===== config.mk =====
export PLATFORM = sky130hd
export DESIGN_NAME = cjm_core
export DESIGN_NICKNAME = d
export VERILOG_FILES = /design/src/inc/cjm_pkg.sv /design/src/inc/cjm_if.sv /design/src/rtl/cjm_ram.sv /design/src/rtl/cjm_opdecode.sv /design/src/rtl/cjm_core.sv
export SDC_FILE = /design/constraint.sdc
export NUM_CORES = 2
export LEC_CHECK = 0
export BUFFER_PORTS_ARGS = -buffer_cell sky130_fd_sc_hd__buf_2
export CORE_ASPECT_RATIO = 1.5
export CORE_MARGIN = 5
export CORE_UTILIZATION = 40
export DETAILED_ROUTE_END_ITERATION = 6
export HOLD_SLACK_MARGIN = 0.06
export PLACE_DENSITY = 0.55
export SETUP_SLACK_MARGIN = 0.5
export SLEW_MARGIN = 20
export SYNTH_ARGS = -nofsm -noshare
export SYNTH_HDL_FRONTEND = slang
export SYNTH_HIERARCHICAL = 1
export SYNTH_SLANG_ARGS = --single-unit

===== constraint.sdc =====
create_clock -name mclk -period 19 [get_ports mclk]
set_input_delay 3.8 -clock mclk [delete_from_list [all_inputs] [get_ports mclk]]
set_output_delay 3.8 -clock mclk [all_outputs]
set_load 0.01 [all_outputs]

===== src/inc/cjm_pkg.sv =====
/*
 * Constants, encodings and types for the call, jump and byte-move
 * decoder of an 8-bit core.
 * Assumes a 256-byte internal RAM holding the four register banks
 * at its bottom and a 64K program space.
 */
`default_nettype none

package cjm_pkg;

	// ****************************************************************
	// Widths and reset values
	// ****************************************************************
	localparam int          PC_W       = 16;
	localparam int          BYTE_W     = 8;
	localparam logic [7:0]  SP_RESET   = 8'h07;
	localparam logic [15:0] PC_RESET   = 16'h0000;
	localparam logic [15:0] RET_OFFSET = 16'h0003;
	localparam logic [7:0]  SP_STEP    = 8'h01;
	localparam logic [15:0] PC_STEP    = 16'h0001;
	// Direct address of the accumulator, arbitrary default
	localparam logic [7:0]  ACC_DIRECT = 8'he0;

	// ****************************************************************
	// Opcodes, full bytes
	// ****************************************************************
	localparam logic [7:0] OPC_CALL     = 8'h12;
	localparam logic [7:0] OPC_JUMP     = 8'h02;
	localparam logic [7:0] OPC_A_DIR    = 8'he5;
	localparam logic [7:0] OPC_A_IMM    = 8'h74;
	localparam logic [7:0] OPC_DIR_A    = 8'hf5;
	localparam logic [7:0] OPC_DIR_DIR  = 8'h85;
	localparam logic [7:0] OPC_DIR_IMM  = 8'h75;

	// Opcode bits 7..3, low bits select a bank register
	localparam logic [4:0] OPC5_A_REG   = 5'h1d;
	localparam logic [4:0] OPC5_REG_A   = 5'h1f;
	localparam logic [4:0] OPC5_REG_DIR = 5'h15;
	localparam logic [4:0] OPC5_REG_IMM = 5'h0f;
	localparam logic [4:0] OPC5_DIR_REG = 5'h11;

	// Opcode bits 7..1, bit 0 selects a pointer register
	localparam logic [6:0] OPC7_A_IND   = 7'h73;
	localparam logic [6:0] OPC7_DIR_IND = 7'h43;
	localparam logic [6:0] OPC7_IND_A   = 7'h7b;
	localparam logic [6:0] OPC7_IND_DIR = 7'h53;
	localparam logic [6:0] OPC7_IND_IMM = 7'h3b;

	// ****************************************************************
	// Lengths and cycle counts
	// ****************************************************************
	localparam logic [1:0] LEN_1 = 2'h1;
	localparam logic [1:0] LEN_2 = 2'h2;
	localparam logic [1:0] LEN_3 = 2'h3;
	localparam logic [1:0] CYC_1 = 2'h1;
	localparam logic [1:0] CYC_2 = 2'h2;

	// ****************************************************************
	// Types
	// ****************************************************************
	typedef enum logic [1:0] {OP_MOVE, OP_CALL, OP_JUMP, OP_BAD} cjm_op_e;
	typedef enum logic [2:0] {
		SRC_ACC, SRC_REG, SRC_DIR, SRC_IND, SRC_IMM, SRC_IMM3
	} cjm_src_e;
	typedef enum logic [2:0] {
		DST_ACC, DST_REG, DST_DIR, DST_DIR3, DST_IND
	} cjm_dst_e;
	typedef enum logic [2:0] {
		ST_FETCH, ST_BYTE2, ST_BYTE3, ST_PTR_RD, ST_PTR_GET,
		ST_SRC_RD, ST_EXEC, ST_PUSH_HI
	} cjm_state_e;

endpackage : cjm_pkg

`default_nettype wire


===== src/inc/cjm_if.sv =====
/*
 * Carriers between the decoder core, its opcode decoder and its RAM.
 * Assumes all parties run on the same clock.
 */
`timescale 1ns/1ps
`default_nettype none

interface cjm_dec_if;
	cjm_pkg::cjm_op_e  op;
	cjm_pkg::cjm_src_e src;
	cjm_pkg::cjm_dst_e dst;
	logic [1:0]        len;
	logic [1:0]        cyc;
	modport dec  (output op, src, dst, len, cyc);
	modport core (input op, src, dst, len, cyc);
endinterface : cjm_dec_if

interface cjm_ram_if;
	logic       we;
	logic [7:0] waddr;
	logic [7:0] wdata;
	logic [7:0] raddr;
	logic [7:0] rdata;
	modport mem  (input we, waddr, wdata, raddr, output rdata);
	modport core (output we, waddr, wdata, raddr, input rdata);
endinterface : cjm_ram_if

`default_nettype wire


===== src/rtl/cjm_ram.sv =====
/*
 * Internal data RAM, one write and one registered read port.
 * Assumes the core never relies on read-during-write ordering.
 */
`timescale 1ns/1ps
`default_nettype none

module cjm_ram #(
	parameter int DEPTH = 256
) (
	input  wire logic mclk,
	cjm_ram_if.mem    ram
);

	// ****************************************************************
	// Storage
	// ****************************************************************
	// Left without reset so it maps onto a RAM macro
	logic [7:0] mem [DEPTH];
	logic [7:0] rdata_ff;

	always_ff @(posedge mclk) begin
		if (ram.we) begin
			mem[ram.waddr] <= ram.wdata;
		end
		rdata_ff <= mem[ram.raddr];
	end

	assign ram.rdata = rdata_ff;

endmodule : cjm_ram

`default_nettype wire


===== src/rtl/cjm_opdecode.sv =====
/*
 * Opcode classifier: operation, addressing of source and
 * destination, length in bytes and cycle count.
 * Assumes the opcode byte is stable for the whole cycle.
 */
`timescale 1ns/1ps
`default_nettype none

module cjm_opdecode (
	input  wire logic [7:0] opcode,
	cjm_dec_if.dec          dec
);

	// ****************************************************************
	// Classification
	// ****************************************************************
	always_comb begin
		dec.op  = cjm_pkg::OP_MOVE;
		dec.src = cjm_pkg::SRC_ACC;
		dec.dst = cjm_pkg::DST_ACC;
		dec.len = cjm_pkg::LEN_1;
		dec.cyc = cjm_pkg::CYC_1;
		if (opcode == cjm_pkg::OPC_CALL) begin // RL1
			dec.op  = cjm_pkg::OP_CALL;
			dec.len = cjm_pkg::LEN_3;
			dec.cyc = cjm_pkg::CYC_2;
		end else if (opcode == cjm_pkg::OPC_JUMP) begin // RL4
			dec.op  = cjm_pkg::OP_JUMP;
			dec.len = cjm_pkg::LEN_3;
			dec.cyc = cjm_pkg::CYC_2;
		end else if (opcode[7:3] == cjm_pkg::OPC5_A_REG) begin // RL15
			dec.src = cjm_pkg::SRC_REG;
		end else if (opcode == cjm_pkg::OPC_A_DIR) begin // RL7
			dec.src = cjm_pkg::SRC_DIR;
			dec.len = cjm_pkg::LEN_2;
		end else if (opcode[7:1] == cjm_pkg::OPC7_A_IND) begin // RL8
			dec.src = cjm_pkg::SRC_IND;
		end else if (opcode == cjm_pkg::OPC_A_IMM) begin // RL9
			dec.src = cjm_pkg::SRC_IMM;
			dec.len = cjm_pkg::LEN_2;
		end else if (opcode[7:3] == cjm_pkg::OPC5_REG_A) begin // RL12
			dec.dst = cjm_pkg::DST_REG;
		end else if (opcode[7:3] == cjm_pkg::OPC5_REG_DIR) begin // RL11
			dec.src = cjm_pkg::SRC_DIR;
			dec.dst = cjm_pkg::DST_REG;
			dec.len = cjm_pkg::LEN_2;
			dec.cyc = cjm_pkg::CYC_2;
		end else if (opcode[7:3] == cjm_pkg::OPC5_REG_IMM) begin // RL10
			dec.src = cjm_pkg::SRC_IMM;
			dec.dst = cjm_pkg::DST_REG;
			dec.len = cjm_pkg::LEN_2;
		end else if (opcode == cjm_pkg::OPC_DIR_A) begin // RL16
			dec.dst = cjm_pkg::DST_DIR;
			dec.len = cjm_pkg::LEN_2;
		end else if (opcode[7:3] == cjm_pkg::OPC5_DIR_REG) begin // RL6
			dec.src = cjm_pkg::SRC_REG;
			dec.dst = cjm_pkg::DST_DIR;
			dec.len = cjm_pkg::LEN_2;
			dec.cyc = cjm_pkg::CYC_2;
		end else if (opcode == cjm_pkg::OPC_DIR_DIR) begin // RL13
			dec.src = cjm_pkg::SRC_DIR;
			dec.dst = cjm_pkg::DST_DIR3;
			dec.len = cjm_pkg::LEN_3;
			dec.cyc = cjm_pkg::CYC_2;
		end else if (opcode[7:1] == cjm_pkg::OPC7_DIR_IND) begin // RL14
			dec.src = cjm_pkg::SRC_IND;
			dec.dst = cjm_pkg::DST_DIR;
			dec.len = cjm_pkg::LEN_2;
			dec.cyc = cjm_pkg::CYC_2;
		end else if (opcode == cjm_pkg::OPC_DIR_IMM) begin // RL6
			dec.src = cjm_pkg::SRC_IMM3;
			dec.dst = cjm_pkg::DST_DIR;
			dec.len = cjm_pkg::LEN_3;
			dec.cyc = cjm_pkg::CYC_2;
		end else if (opcode[7:1] == cjm_pkg::OPC7_IND_A) begin // RL6
			dec.dst = cjm_pkg::DST_IND;
		end else if (opcode[7:1] == cjm_pkg::OPC7_IND_DIR) begin // RL6
			dec.src = cjm_pkg::SRC_DIR;
			dec.dst = cjm_pkg::DST_IND;
			dec.len = cjm_pkg::LEN_2;
			dec.cyc = cjm_pkg::CYC_2;
		end else if (opcode[7:1] == cjm_pkg::OPC7_IND_IMM) begin // RL6
			dec.src = cjm_pkg::SRC_IMM;
			dec.dst = cjm_pkg::DST_IND;
			dec.len = cjm_pkg::LEN_2;
		end else begin
			dec.op = cjm_pkg::OP_BAD;
		end
	end

endmodule : cjm_opdecode

`default_nettype wire


===== src/rtl/cjm_core.sv =====
/*
 * Execution core for long call, long jump and the byte-move family.
 * Assumes code memory answers codeAddr combinationally in the same
 * cycle, and that direct addresses all map onto internal RAM.
 */
// Summary of operation
// RL1: Call opcode, three bytes, two cycles.
// RL2: Push PC plus three, low first.
// RL3: Call loads PC from bytes two, three.
// RL4: Jump loads PC, stack and flags untouched.
// RL5: Moves copy source only, nothing else.
// RL6: Fifteen move pairings, each own opcode.
// RL7: Accumulator from direct, accumulator address illegal.
// RL8: Accumulator from RAM via pointer register.
// RL9: Immediate byte into accumulator.
// RL10: Immediate byte into bank register.
// RL11: Direct location into bank register.
// RL12: Accumulator into bank register.
// RL13: Direct to direct, source first.
// RL14: Pointer-addressed RAM into direct location.
// RL15: Bank register into accumulator.
// RL16: Accumulator into direct location.
`timescale 1ns/1ps
`default_nettype none

module cjm_core #(
	parameter int RAM_DEPTH = 256
) (
	input  wire logic        mclk,
	input  wire logic        rst_n,
	input  wire logic [7:0]  codeData,
	input  wire logic [1:0]  bankSel,
	output logic      [15:0] codeAddr,
	output logic      [7:0]  accOut,
	output logic      [7:0]  spOut,
	output logic             retire,
	output logic             illegal,
	output logic      [1:0]  instrLen,
	output logic      [1:0]  instrCycles
);

	// ****************************************************************
	// State
	// ****************************************************************
	cjm_pkg::cjm_state_e state_ff, nxt_state;
	cjm_pkg::cjm_state_e afterBytes;
	logic [15:0] pc_ff, nxt_pc, startPc_ff, nxt_startPc, retAddr;
	logic [7:0]  opcode_ff, nxt_opcode, byte2_ff, nxt_byte2;
	logic [7:0]  byte3_ff, nxt_byte3, ptr_ff, nxt_ptr;
	logic [7:0]  sp_ff, nxt_sp, acc_ff, nxt_acc;
	logic        retire_ff, nxt_retire, illegal_ff, nxt_illegal;
	logic [1:0]  len_ff, nxt_len, cyc_ff, nxt_cyc;
	logic [7:0]  opSel, moveData, srcAddr, dstAddr, regAddr, ptrAddr;
	logic        srcInRam, needPtr, badDirect;

	cjm_dec_if dec ();
	cjm_ram_if ram ();

	cjm_opdecode u_dec (
		.opcode (opSel),
		.dec    (dec)
	);

	cjm_ram #(.DEPTH(RAM_DEPTH)) u_ram (
		.mclk (mclk),
		.ram  (ram)
	);

	// ****************************************************************
	// Operand addressing
	// ****************************************************************
	// Decode the byte on the bus while fetching, then the latched one
	assign opSel     = (state_ff == cjm_pkg::ST_FETCH) ? codeData : opcode_ff;
	assign regAddr   = {3'h0, bankSel, opcode_ff[2:0]};
	assign ptrAddr   = {3'h0, bankSel, 2'h0, opcode_ff[0]};
	assign retAddr   = startPc_ff + cjm_pkg::RET_OFFSET; // RL2
	assign badDirect = (opcode_ff == cjm_pkg::OPC_A_DIR) &&
		(byte2_ff == cjm_pkg::ACC_DIRECT); // RL7
	assign srcInRam  = (dec.src == cjm_pkg::SRC_REG) ||
		(dec.src == cjm_pkg::SRC_DIR) || (dec.src == cjm_pkg::SRC_IND);
	assign needPtr   = (dec.src == cjm_pkg::SRC_IND) ||
		(dec.dst == cjm_pkg::DST_IND); // RL8

	always_comb begin
		srcAddr = byte2_ff;
		dstAddr = byte2_ff;
		if (dec.src == cjm_pkg::SRC_REG) begin
			srcAddr = regAddr;
		end else if (dec.src == cjm_pkg::SRC_IND) begin
			srcAddr = ptr_ff; // RL14
		end
		if (dec.dst == cjm_pkg::DST_REG) begin
			dstAddr = regAddr;
		end else if (dec.dst == cjm_pkg::DST_DIR3) begin
			dstAddr = byte3_ff; // RL13
		end else if (dec.dst == cjm_pkg::DST_IND) begin
			dstAddr = ptr_ff;
		end
		case (dec.src)
			cjm_pkg::SRC_ACC:  moveData = acc_ff;
			cjm_pkg::SRC_IMM:  moveData = byte2_ff; // RL9
			cjm_pkg::SRC_IMM3: moveData = byte3_ff;
			default:           moveData = ram.rdata;
		endcase
	end

	always_comb begin
		if (dec.op != cjm_pkg::OP_MOVE) begin
			afterBytes = cjm_pkg::ST_EXEC;
		end else if (needPtr) begin
			afterBytes = cjm_pkg::ST_PTR_RD;
		end else if (srcInRam) begin
			afterBytes = cjm_pkg::ST_SRC_RD;
		end else begin
			afterBytes = cjm_pkg::ST_EXEC;
		end
	end

	// ****************************************************************
	// Sequencer, next values
	// ****************************************************************
	always_comb begin
		nxt_state   = state_ff;
		nxt_pc      = pc_ff;
		nxt_startPc = startPc_ff;
		nxt_opcode  = opcode_ff;
		nxt_byte2   = byte2_ff;
		nxt_byte3   = byte3_ff;
		nxt_ptr     = ptr_ff;
		nxt_sp      = sp_ff;
		nxt_acc     = acc_ff;
		nxt_retire  = 1'b0;
		nxt_illegal = 1'b0;
		nxt_len     = len_ff;
		nxt_cyc     = cyc_ff;
		ram.we      = 1'b0;
		ram.waddr   = dstAddr;
		ram.wdata   = moveData;
		ram.raddr   = srcAddr;
		case (state_ff)
			cjm_pkg::ST_FETCH: begin
				nxt_opcode  = codeData;
				nxt_startPc = pc_ff;
				nxt_pc      = pc_ff + cjm_pkg::PC_STEP;
				nxt_state   = (dec.len == cjm_pkg::LEN_1) ?
					afterBytes : cjm_pkg::ST_BYTE2; // RL1
			end
			cjm_pkg::ST_BYTE2: begin
				nxt_byte2 = codeData;
				nxt_pc    = pc_ff + cjm_pkg::PC_STEP;
				nxt_state = (dec.len == cjm_pkg::LEN_3) ?
					cjm_pkg::ST_BYTE3 : afterBytes;
			end
			cjm_pkg::ST_BYTE3: begin
				nxt_byte3 = codeData;
				nxt_pc    = pc_ff + cjm_pkg::PC_STEP;
				nxt_state = afterBytes;
			end
			cjm_pkg::ST_PTR_RD: begin
				ram.raddr = ptrAddr; // RL8
				nxt_state = cjm_pkg::ST_PTR_GET;
			end
			cjm_pkg::ST_PTR_GET: begin
				nxt_ptr   = ram.rdata;
				nxt_state = srcInRam ? cjm_pkg::ST_SRC_RD : cjm_pkg::ST_EXEC;
			end
			cjm_pkg::ST_SRC_RD: begin
				nxt_state = cjm_pkg::ST_EXEC;
			end
			cjm_pkg::ST_EXEC: begin
				nxt_state = cjm_pkg::ST_FETCH;
				nxt_len   = dec.len;
				nxt_cyc   = dec.cyc;
				if (dec.op == cjm_pkg::OP_CALL) begin
					nxt_sp    = sp_ff + cjm_pkg::SP_STEP; // RL2
					ram.we    = 1'b1;
					ram.waddr = nxt_sp;
					ram.wdata = retAddr[7:0];
					nxt_state = cjm_pkg::ST_PUSH_HI;
				end else if (dec.op == cjm_pkg::OP_JUMP) begin
					nxt_pc     = {byte2_ff, byte3_ff}; // RL4
					nxt_retire = 1'b1;
				end else if (dec.op == cjm_pkg::OP_BAD || badDirect) begin
					// No write at all, so a bad opcode cannot corrupt state
					nxt_illegal = 1'b1; // RL7
					nxt_retire  = 1'b1;
				end else begin
					nxt_retire = 1'b1;
					if (dec.dst == cjm_pkg::DST_ACC) begin
						nxt_acc = moveData; // RL5
					end else begin
						ram.we = 1'b1; // RL5
					end
				end
			end
			cjm_pkg::ST_PUSH_HI: begin
				nxt_sp     = sp_ff + cjm_pkg::SP_STEP; // RL2
				ram.we     = 1'b1;
				ram.waddr  = nxt_sp;
				ram.wdata  = retAddr[15:8];
				nxt_pc     = {byte2_ff, byte3_ff}; // RL3
				nxt_retire = 1'b1;
				nxt_state  = cjm_pkg::ST_FETCH;
			end
			default: begin
				nxt_state = cjm_pkg::ST_FETCH;
			end
		endcase
	end

	// ****************************************************************
	// Sequencer, registers
	// ****************************************************************
	always_ff @(posedge mclk or negedge rst_n) begin
		if (!rst_n) begin
			state_ff   <= cjm_pkg::ST_FETCH;
			pc_ff      <= cjm_pkg::PC_RESET;
			startPc_ff <= cjm_pkg::PC_RESET;
			opcode_ff  <= 8'h00;
			byte2_ff   <= 8'h00;
			byte3_ff   <= 8'h00;
			ptr_ff     <= 8'h00;
			sp_ff      <= cjm_pkg::SP_RESET;
			acc_ff     <= 8'h00;
			retire_ff  <= 1'b0;
			illegal_ff <= 1'b0;
			len_ff     <= 2'h0;
			cyc_ff     <= 2'h0;
		end else begin
			state_ff   <= nxt_state;
			pc_ff      <= nxt_pc;
			startPc_ff <= nxt_startPc;
			opcode_ff  <= nxt_opcode;
			byte2_ff   <= nxt_byte2;
			byte3_ff   <= nxt_byte3;
			ptr_ff     <= nxt_ptr;
			sp_ff      <= nxt_sp;
			acc_ff     <= nxt_acc;
			retire_ff  <= nxt_retire;
			illegal_ff <= nxt_illegal;
			len_ff     <= nxt_len;
			cyc_ff     <= nxt_cyc;
		end
	end

	assign codeAddr    = pc_ff;
	assign accOut      = acc_ff;
	assign spOut       = sp_ff;
	assign retire      = retire_ff;
	assign illegal     = illegal_ff;
	assign instrLen    = len_ff;
	assign instrCycles = cyc_ff;

	logic execCall, execJump, execMove;
	assign execCall = (state_ff == cjm_pkg::ST_EXEC) &&
		(dec.op == cjm_pkg::OP_CALL);
	assign execJump = (state_ff == cjm_pkg::ST_EXEC) &&
		(dec.op == cjm_pkg::OP_JUMP);
	assign execMove = (state_ff == cjm_pkg::ST_EXEC) &&
		(dec.op == cjm_pkg::OP_MOVE) && !badDirect;
endmodule : cjm_core

`default_nettype wire


### Word level (Yosys, flattened, before mapping)

Memory sizes are Yosys's and may differ from the RTL's. A register that Yosys moved wholly into a read port is not among the register bits.
Cells that the tools add are included.

* $add $sub $neg: 3
* eq/ne operators: 42
* multiplexer cells: 120
* bitwise operators: 3
* reduce and logical (&&, ||, !) cells: 15

Operators with widths (count)
* $mux 3: 38
* $mux 2: 51
* $mux 8: 10
* $pmux 16 s3: 1
* $pmux 8 s2: 3
* $eq 8x8->1 const B: 5
* $mux 16: 2
* $eq 7x7->1 const B: 4
* $pmux 3 s8: 1
* $pmux 8 s3: 1
* $eq 3x3->1 const B: 7
* $eq 5x5->1 const B: 4
* $add 16x1->16 const B: 1
* $add 16x2->16 const B: 1
* $eq 8x7->1 const B: 2
* $eq 3x2->1 const B: 5
* $mux 1: 11
* $eq 3x1->1 const B: 3
* $logic_not 3->1: 3
* $add 8x1->8 const B: 1
* $eq 8x2->1 const B: 1
* $eq 8x5->1 const B: 1
* $eq 7x6->1 const B: 1
* $eq 2x2->1 const B: 3
* 13 further kinds: 23

* register bits: 89
* memory bits (writable): 2048
* input bits: 12
* output and inout port bits: 38
* word-level logic and storage cells: 197
* memories kept: 1

Memory list
* u_ram.mem: depth 256, width 8, read ports 1, clocked after Yosys merged registers in 1, write ports 1, line cjm_ram.sv:19 `logic [7:0] mem [DEPTH];`

### Longest topological paths before layout

* word-level depth: 28
* gate-level depth with buffers: 26
* depth with buffers taken out: 16

### By module

The synthesis kept the hierarchy.

Modules (own cells, without submodules)
* cjm_ram: times used 1, cells each 3733, area an instance 79556.3 µm², seq. area each 61659.1 µm²
* cjm_core: times used 1, cells each 533, area an instance 5313.8 µm², seq. area each 2230.9 µm²
* cjm_opdecode: times used 1, cells each 61, area an instance 414.1 µm², seq. area each 0.0 µm²

### Worst setup path after synthesis

OpenSTA, ideal clock, no wires.

* kind: input to register
* from: input codeData[4]
* to: memory u_ram.mem[0][6] (data pin)
* library setup time: 1.630 ns
* arrival time: 12.872 ns
* required time: 17.370 ns
* path slack: 4.498 ns
* stages on the path: 11
* path buffers: 2
* cells stage by stage: mux2_2 > buf_6 > or3b_1 > a2111oi_4 > o21bai_2 > a211oi_1 > nor2b_1 > nor2_1 > nor2_2 > buf_6 > o221ai_1

* elaborated cells between the ends (all ways): 59
* classes of those cells: eq/ne: 20; mux: 38; reduce/logical: 1

RTL lines
* start, declared: line cjm_core.sv:31 `input wire logic [7:0] codeData,`
* $mux 8 (*)
* $eq 7x6->1: line cjm_opdecode.sv:82 `end else if (opcode[7:1] == cjm_pkg::OPC7_IND_IMM) begin`
* $mux 2: line cjm_opdecode.sv:82
* $mux 2: line cjm_opdecode.sv:77 `end else if (opcode[7:1] == cjm_pkg::OPC7_IND_DIR) begin`
* $mux 2: line cjm_opdecode.sv:75 `end else if (opcode[7:1] == cjm_pkg::OPC7_IND_A) begin`
* $mux 2: line cjm_opdecode.sv:70 `end else if (opcode == cjm_pkg::OPC_DIR_IMM) begin`
* $mux 2: line cjm_opdecode.sv:65 `end else if (opcode[7:1] == cjm_pkg::OPC7_DIR_IND) begin`
* $mux 2: line cjm_opdecode.sv:60 `end else if (opcode == cjm_pkg::OPC_DIR_DIR) begin`
* [... 8 more ...]
* $mux 2: line cjm_opdecode.sv:31 `end else if (opcode[7:3] == cjm_pkg::OPC5_A_REG) begin`
* $mux 2: line cjm_opdecode.sv:27 `end else if (opcode == cjm_pkg::OPC_JUMP) begin`
* $mux 2 (*): line cjm_opdecode.sv:23 `if (opcode == cjm_pkg::OPC_CALL) begin`
* named net dec.op[1]: line cjm_if.sv:9 `cjm_pkg::cjm_op_e op;`
* $eq 2x1->1 (*)
* $mux 8 (*): line cjm_core.sv:174 `if (dec.op == cjm_pkg::OP_CALL) begin`
* $pmux 8 s2 (*): line cjm_core.sv:140 `case (state_ff)`
* named net ram.wdata[6]: line cjm_if.sv:21 `logic [7:0] wdata;`
* end, declared: line cjm_ram.sv:19

Mark *: on every way through the listed nets, which the timed path passes. The rest lies on a longest branch.

### Worst setup path after layout

* from: input codeData[1]
* to: register u_ram.rdata_ff[0] (netlist: u_ram/ram.rdata[0]) (read register of u_ram.mem)

* elaborated cells between the ends (all ways): 35
* classes of those cells: eq/ne: 14; mux: 21

RTL lines
* $mux 8 (*)
* $eq 7x7->1: line cjm_opdecode.sv:77
* $mux 3: line cjm_opdecode.sv:77
* $mux 3: line cjm_opdecode.sv:75
* $mux 3: line cjm_opdecode.sv:70
* $mux 3: line cjm_opdecode.sv:65
* $mux 3: line cjm_opdecode.sv:60
* $mux 3: line cjm_opdecode.sv:55 `end else if (opcode[7:3] == cjm_pkg::OPC5_DIR_REG) begin`
* [... 8 more ...]
* $mux 3: line cjm_opdecode.sv:27
* $mux 3 (*): line cjm_opdecode.sv:23
* named net dec.src[0]: line cjm_if.sv:10 `cjm_pkg::cjm_src_e src;`
* $eq 3x2->1: line cjm_core.sv:89 `end else if (dec.src == cjm_pkg::SRC_IND) begin`
* $mux 8: line cjm_core.sv:89
* $mux 8 (*): line cjm_core.sv:87 `if (dec.src == cjm_pkg::SRC_REG) begin`
* $mux 8 (*): line cjm_core.sv:140
* named net ram.raddr[0]: line cjm_if.sv:22 `logic [7:0] raddr;`
* end, declared: line cjm_ram.sv:20 `logic [7:0] rdata_ff;`

Marked as above.
A chain may end at the register's enable or synchronous reset.

==> impl_metrics.json <==
{
  "grt_usage": 0.2004,
  "cts_max_level": 4,
  "period_share": 0.5705,
  "max_freq_mhz": 92.25,
  "hold_path_class": "reg2reg",
  "drtAntennaViolNets": 0,
  "tightest_slew_ns": 1.158,
  "core-area_mm2": 0.2121,
  "syn2layout_area_growth_pct": 11.10,
  "overflow": 0,
  "post_cts_buffers": 0,
  "hpwl_um": 140700,
  "grt_max_degree": 185,
  "cp_slowest_cell": "buf_4",
  "worstSkewPairLatency_ns": 0.85,
  "vias": 43130,
  "dpl_cell_area_mm2": 0.08878,
  "post-place-ws_ns": 7.225,
  "period_needed_ns": 10.84,
  "yosys_register_bits": 2145,
  "numPortBuffers": 49,
  "cts.sinks": 2145,
  "grt_pass1_wl_um": 327400,
  "drive_gt1_frac": 0.2252,
  "cts_tree": "built",
  "cts_hold_buf": 0,
  "rsz0062_at_grt": "false",
  "arrival_ns": 11.54,
  "first_pass_iters": 7,
  "first_global_vias": 44180,
  "synth_flop_cell": "edfxtp_1",
  "netlist_instances": 4327,
  "wl_per_cell_um": 30.76,
  "fin_setup_tns_ns": 0,
  "syn_area_mm2": 0.08528,
  "start_util": 0.4021,
  "crit_type": "in2reg",
  "crit_required_ns": 19.70,
  "start_kind": "primary input",
  "die_area_mm2": 0.2227,
  "ctsResizeCount": 0,
  "setup_ws_ns": 8.160,
  "synth_nets": 4342,
  "relSlewSlack": 0.2281,
  "gp_congestion": 0.8355,
  "dr.first_iter.drc_count": 4064,
  "path_clk_slew_ns": 0.07,
  "rows": 207,
  "setup_viol": 0,
  "final_util": 0.4467,
  "antenna_found_initial": 6,
  "multi_input_area_mm2": 0.02012,
  "maxCapViolations": 0,
  "cp-end-kind": "flip-flop",
  "clockBufferDepth": 4,
  "skew_ns": 0.06430,
  "synth_edf_count": 2048,
  "avgSynthCellArea_um2": 19.71,
  "drt-total-wl_um": 227400,
  "numCtsBuffers": 196,
  "drv_slew": 0,
  "root_buffer": "clkbuf_16",
  "path_cells": "buf_2, mux2_2, and4bb_1, nand3_2, o22ai_1, nor2b_1, o22ai_1, a21oi_4, buf_12, buf_4, buf_4, mux4_2, mux4_2, nor2b_1, nor4_1, nor4_2",
  "io_pins": 50,
  "num-fill-cells": 18040,
  "status": "complete, no violations",
  "num-nets-final": 4438,
  "synth-async-reset-ratio": 0.04149,
  "synthDistinctLibCells": 95,
  "finalHoldViolations": 0,
  "cp_max_fo": 81,
  "final_cell_area_mm2": 0.09475,
  "die_w_um": 387.0,
  "drcViolationCount": 0,
  "regArea_mm2": 0.06389,
  "layout_common_cells": "2,048 x edfxtp_1, 454 x mux4_2, 308 x nor2_1",
  "yosys_warnings": 6,
  "ys_seq_area_frac": 0.7491,
  "cpPeakStageDelay_ns": 0.89,
  "drt-vias-per-instance": 5.834,
  "layout_commonest_cell": "edfxtp_1",
  "dieHeight_um": 575.5
}
path summary, 6_finish.rpt:
path / start / end / slack (ns) / depth (start not counted)
max in group asynchronous: rst_n / startPc_ff[6] / 14.97 / 2
min in group asynchronous: rst_n / byte3_ff[1] / 2.94 / 1
worst min register to register: spOut[1] / spOut[1] / 0.48 / 2
worst max register to register: state_ff[2] / u_ram/ram.rdata[0] / 9.76 / 17
worst min-delay path: spOut[1] / spOut[1] / 0.48 / 2
worst max-delay path: codeData[1] / u_ram/ram.rdata[0] / 8.16 / 16
per-stage QoR:
step,cells,hold WS [ns]
after detailed placement,7046,0.4731
after CTS,7391,0.4839
after global routing,7392,0.5025
final,7393,0.4818
after floorplan,4327,0.4783
after global placement,7044,0.4669
final cells by class:
cell class / count / area share
sequential: 2145 / 0.6743
multi-input combinational: 1906 / 0.2123
clock buffer: 257 / 0.05489
tap: 2821 / 0.03725
timing repair buffer: 164 / 0.01287
clock inverter: 88 / 0.007949
inverter: 10 / 0.0003961
antenna: 2 / 0.00005282
Yosys cell counts, drive strengths merged (23+ instances only):
cell    number  area, um^2
a21oi      139       706.9
nor3        31       155.2
nor2       321        1220
edfxtp    2048       61500
nand3       53       270.3
mux2        61       686.9
clkbuf     117       440.4
nor4        29       200.2
o22ai       52       325.3
o221ai      63       558.0
buf        149        1216
a211oi      23       172.7
dfrtp       86        2152
a22oi      136        1021
o21ai       54       307.8
mux2i      141        1411
nand2      100       377.9
nor2b       35       219.0
mux4       456       10280
routing by layer:
layer / up-vias / share of wire / GRT usage
met5: - / 0 / 0
met4: 0 / 0.038 / 0.06932
met3: 398 / 0.050 / 0.02579
met2: 1409 / 0.53 / 0.3644
met1: 23260 / 0.38 / 0.2469
li1: 18070 / - / -
cell families (layout without fill, tap and decap cells):
group                    after synthesis  in the layout  share of synthesized area
AO/OA/AOI/OAI                        556            556                    0.04555
AND/OR/NAND/NOR                      660            660                    0.03691
multiplexers                         658            658                     0.1451
buffers and inverters                276            519                    0.01986
XOR/XNOR                              29             29                   0.002978
adder cells (fa/ha/maj)                3              3                  0.0004402
flip-flops                          2145           2145                     0.7491
other                                  0              2                          0
critical path: cells and delay by family:
family | cells | cell delay (ns)
buf+inv | 4 | 2.34
simple gates | 6 | 2.08
compound gates | 3 | 1.65
mux | 3 | 1.49
state kept, by name, indices dropped and copies added (netlist names), 2 cells and up:
register         cells
accOut               8
byte2_ff             8
byte3_ff             8
codeAddr            16
instrCycles          2
instrLen             2
opcode_ff            8
ptr_ff               8
spOut                8
startPc_ff          16
state_ff             3
u_ram/mem         2048
u_ram/ram.rdata      8
Power is left out: the tool's default activity adds up to more than one toggle a clock period on the data nets, which glitch-free logic cannot reach.
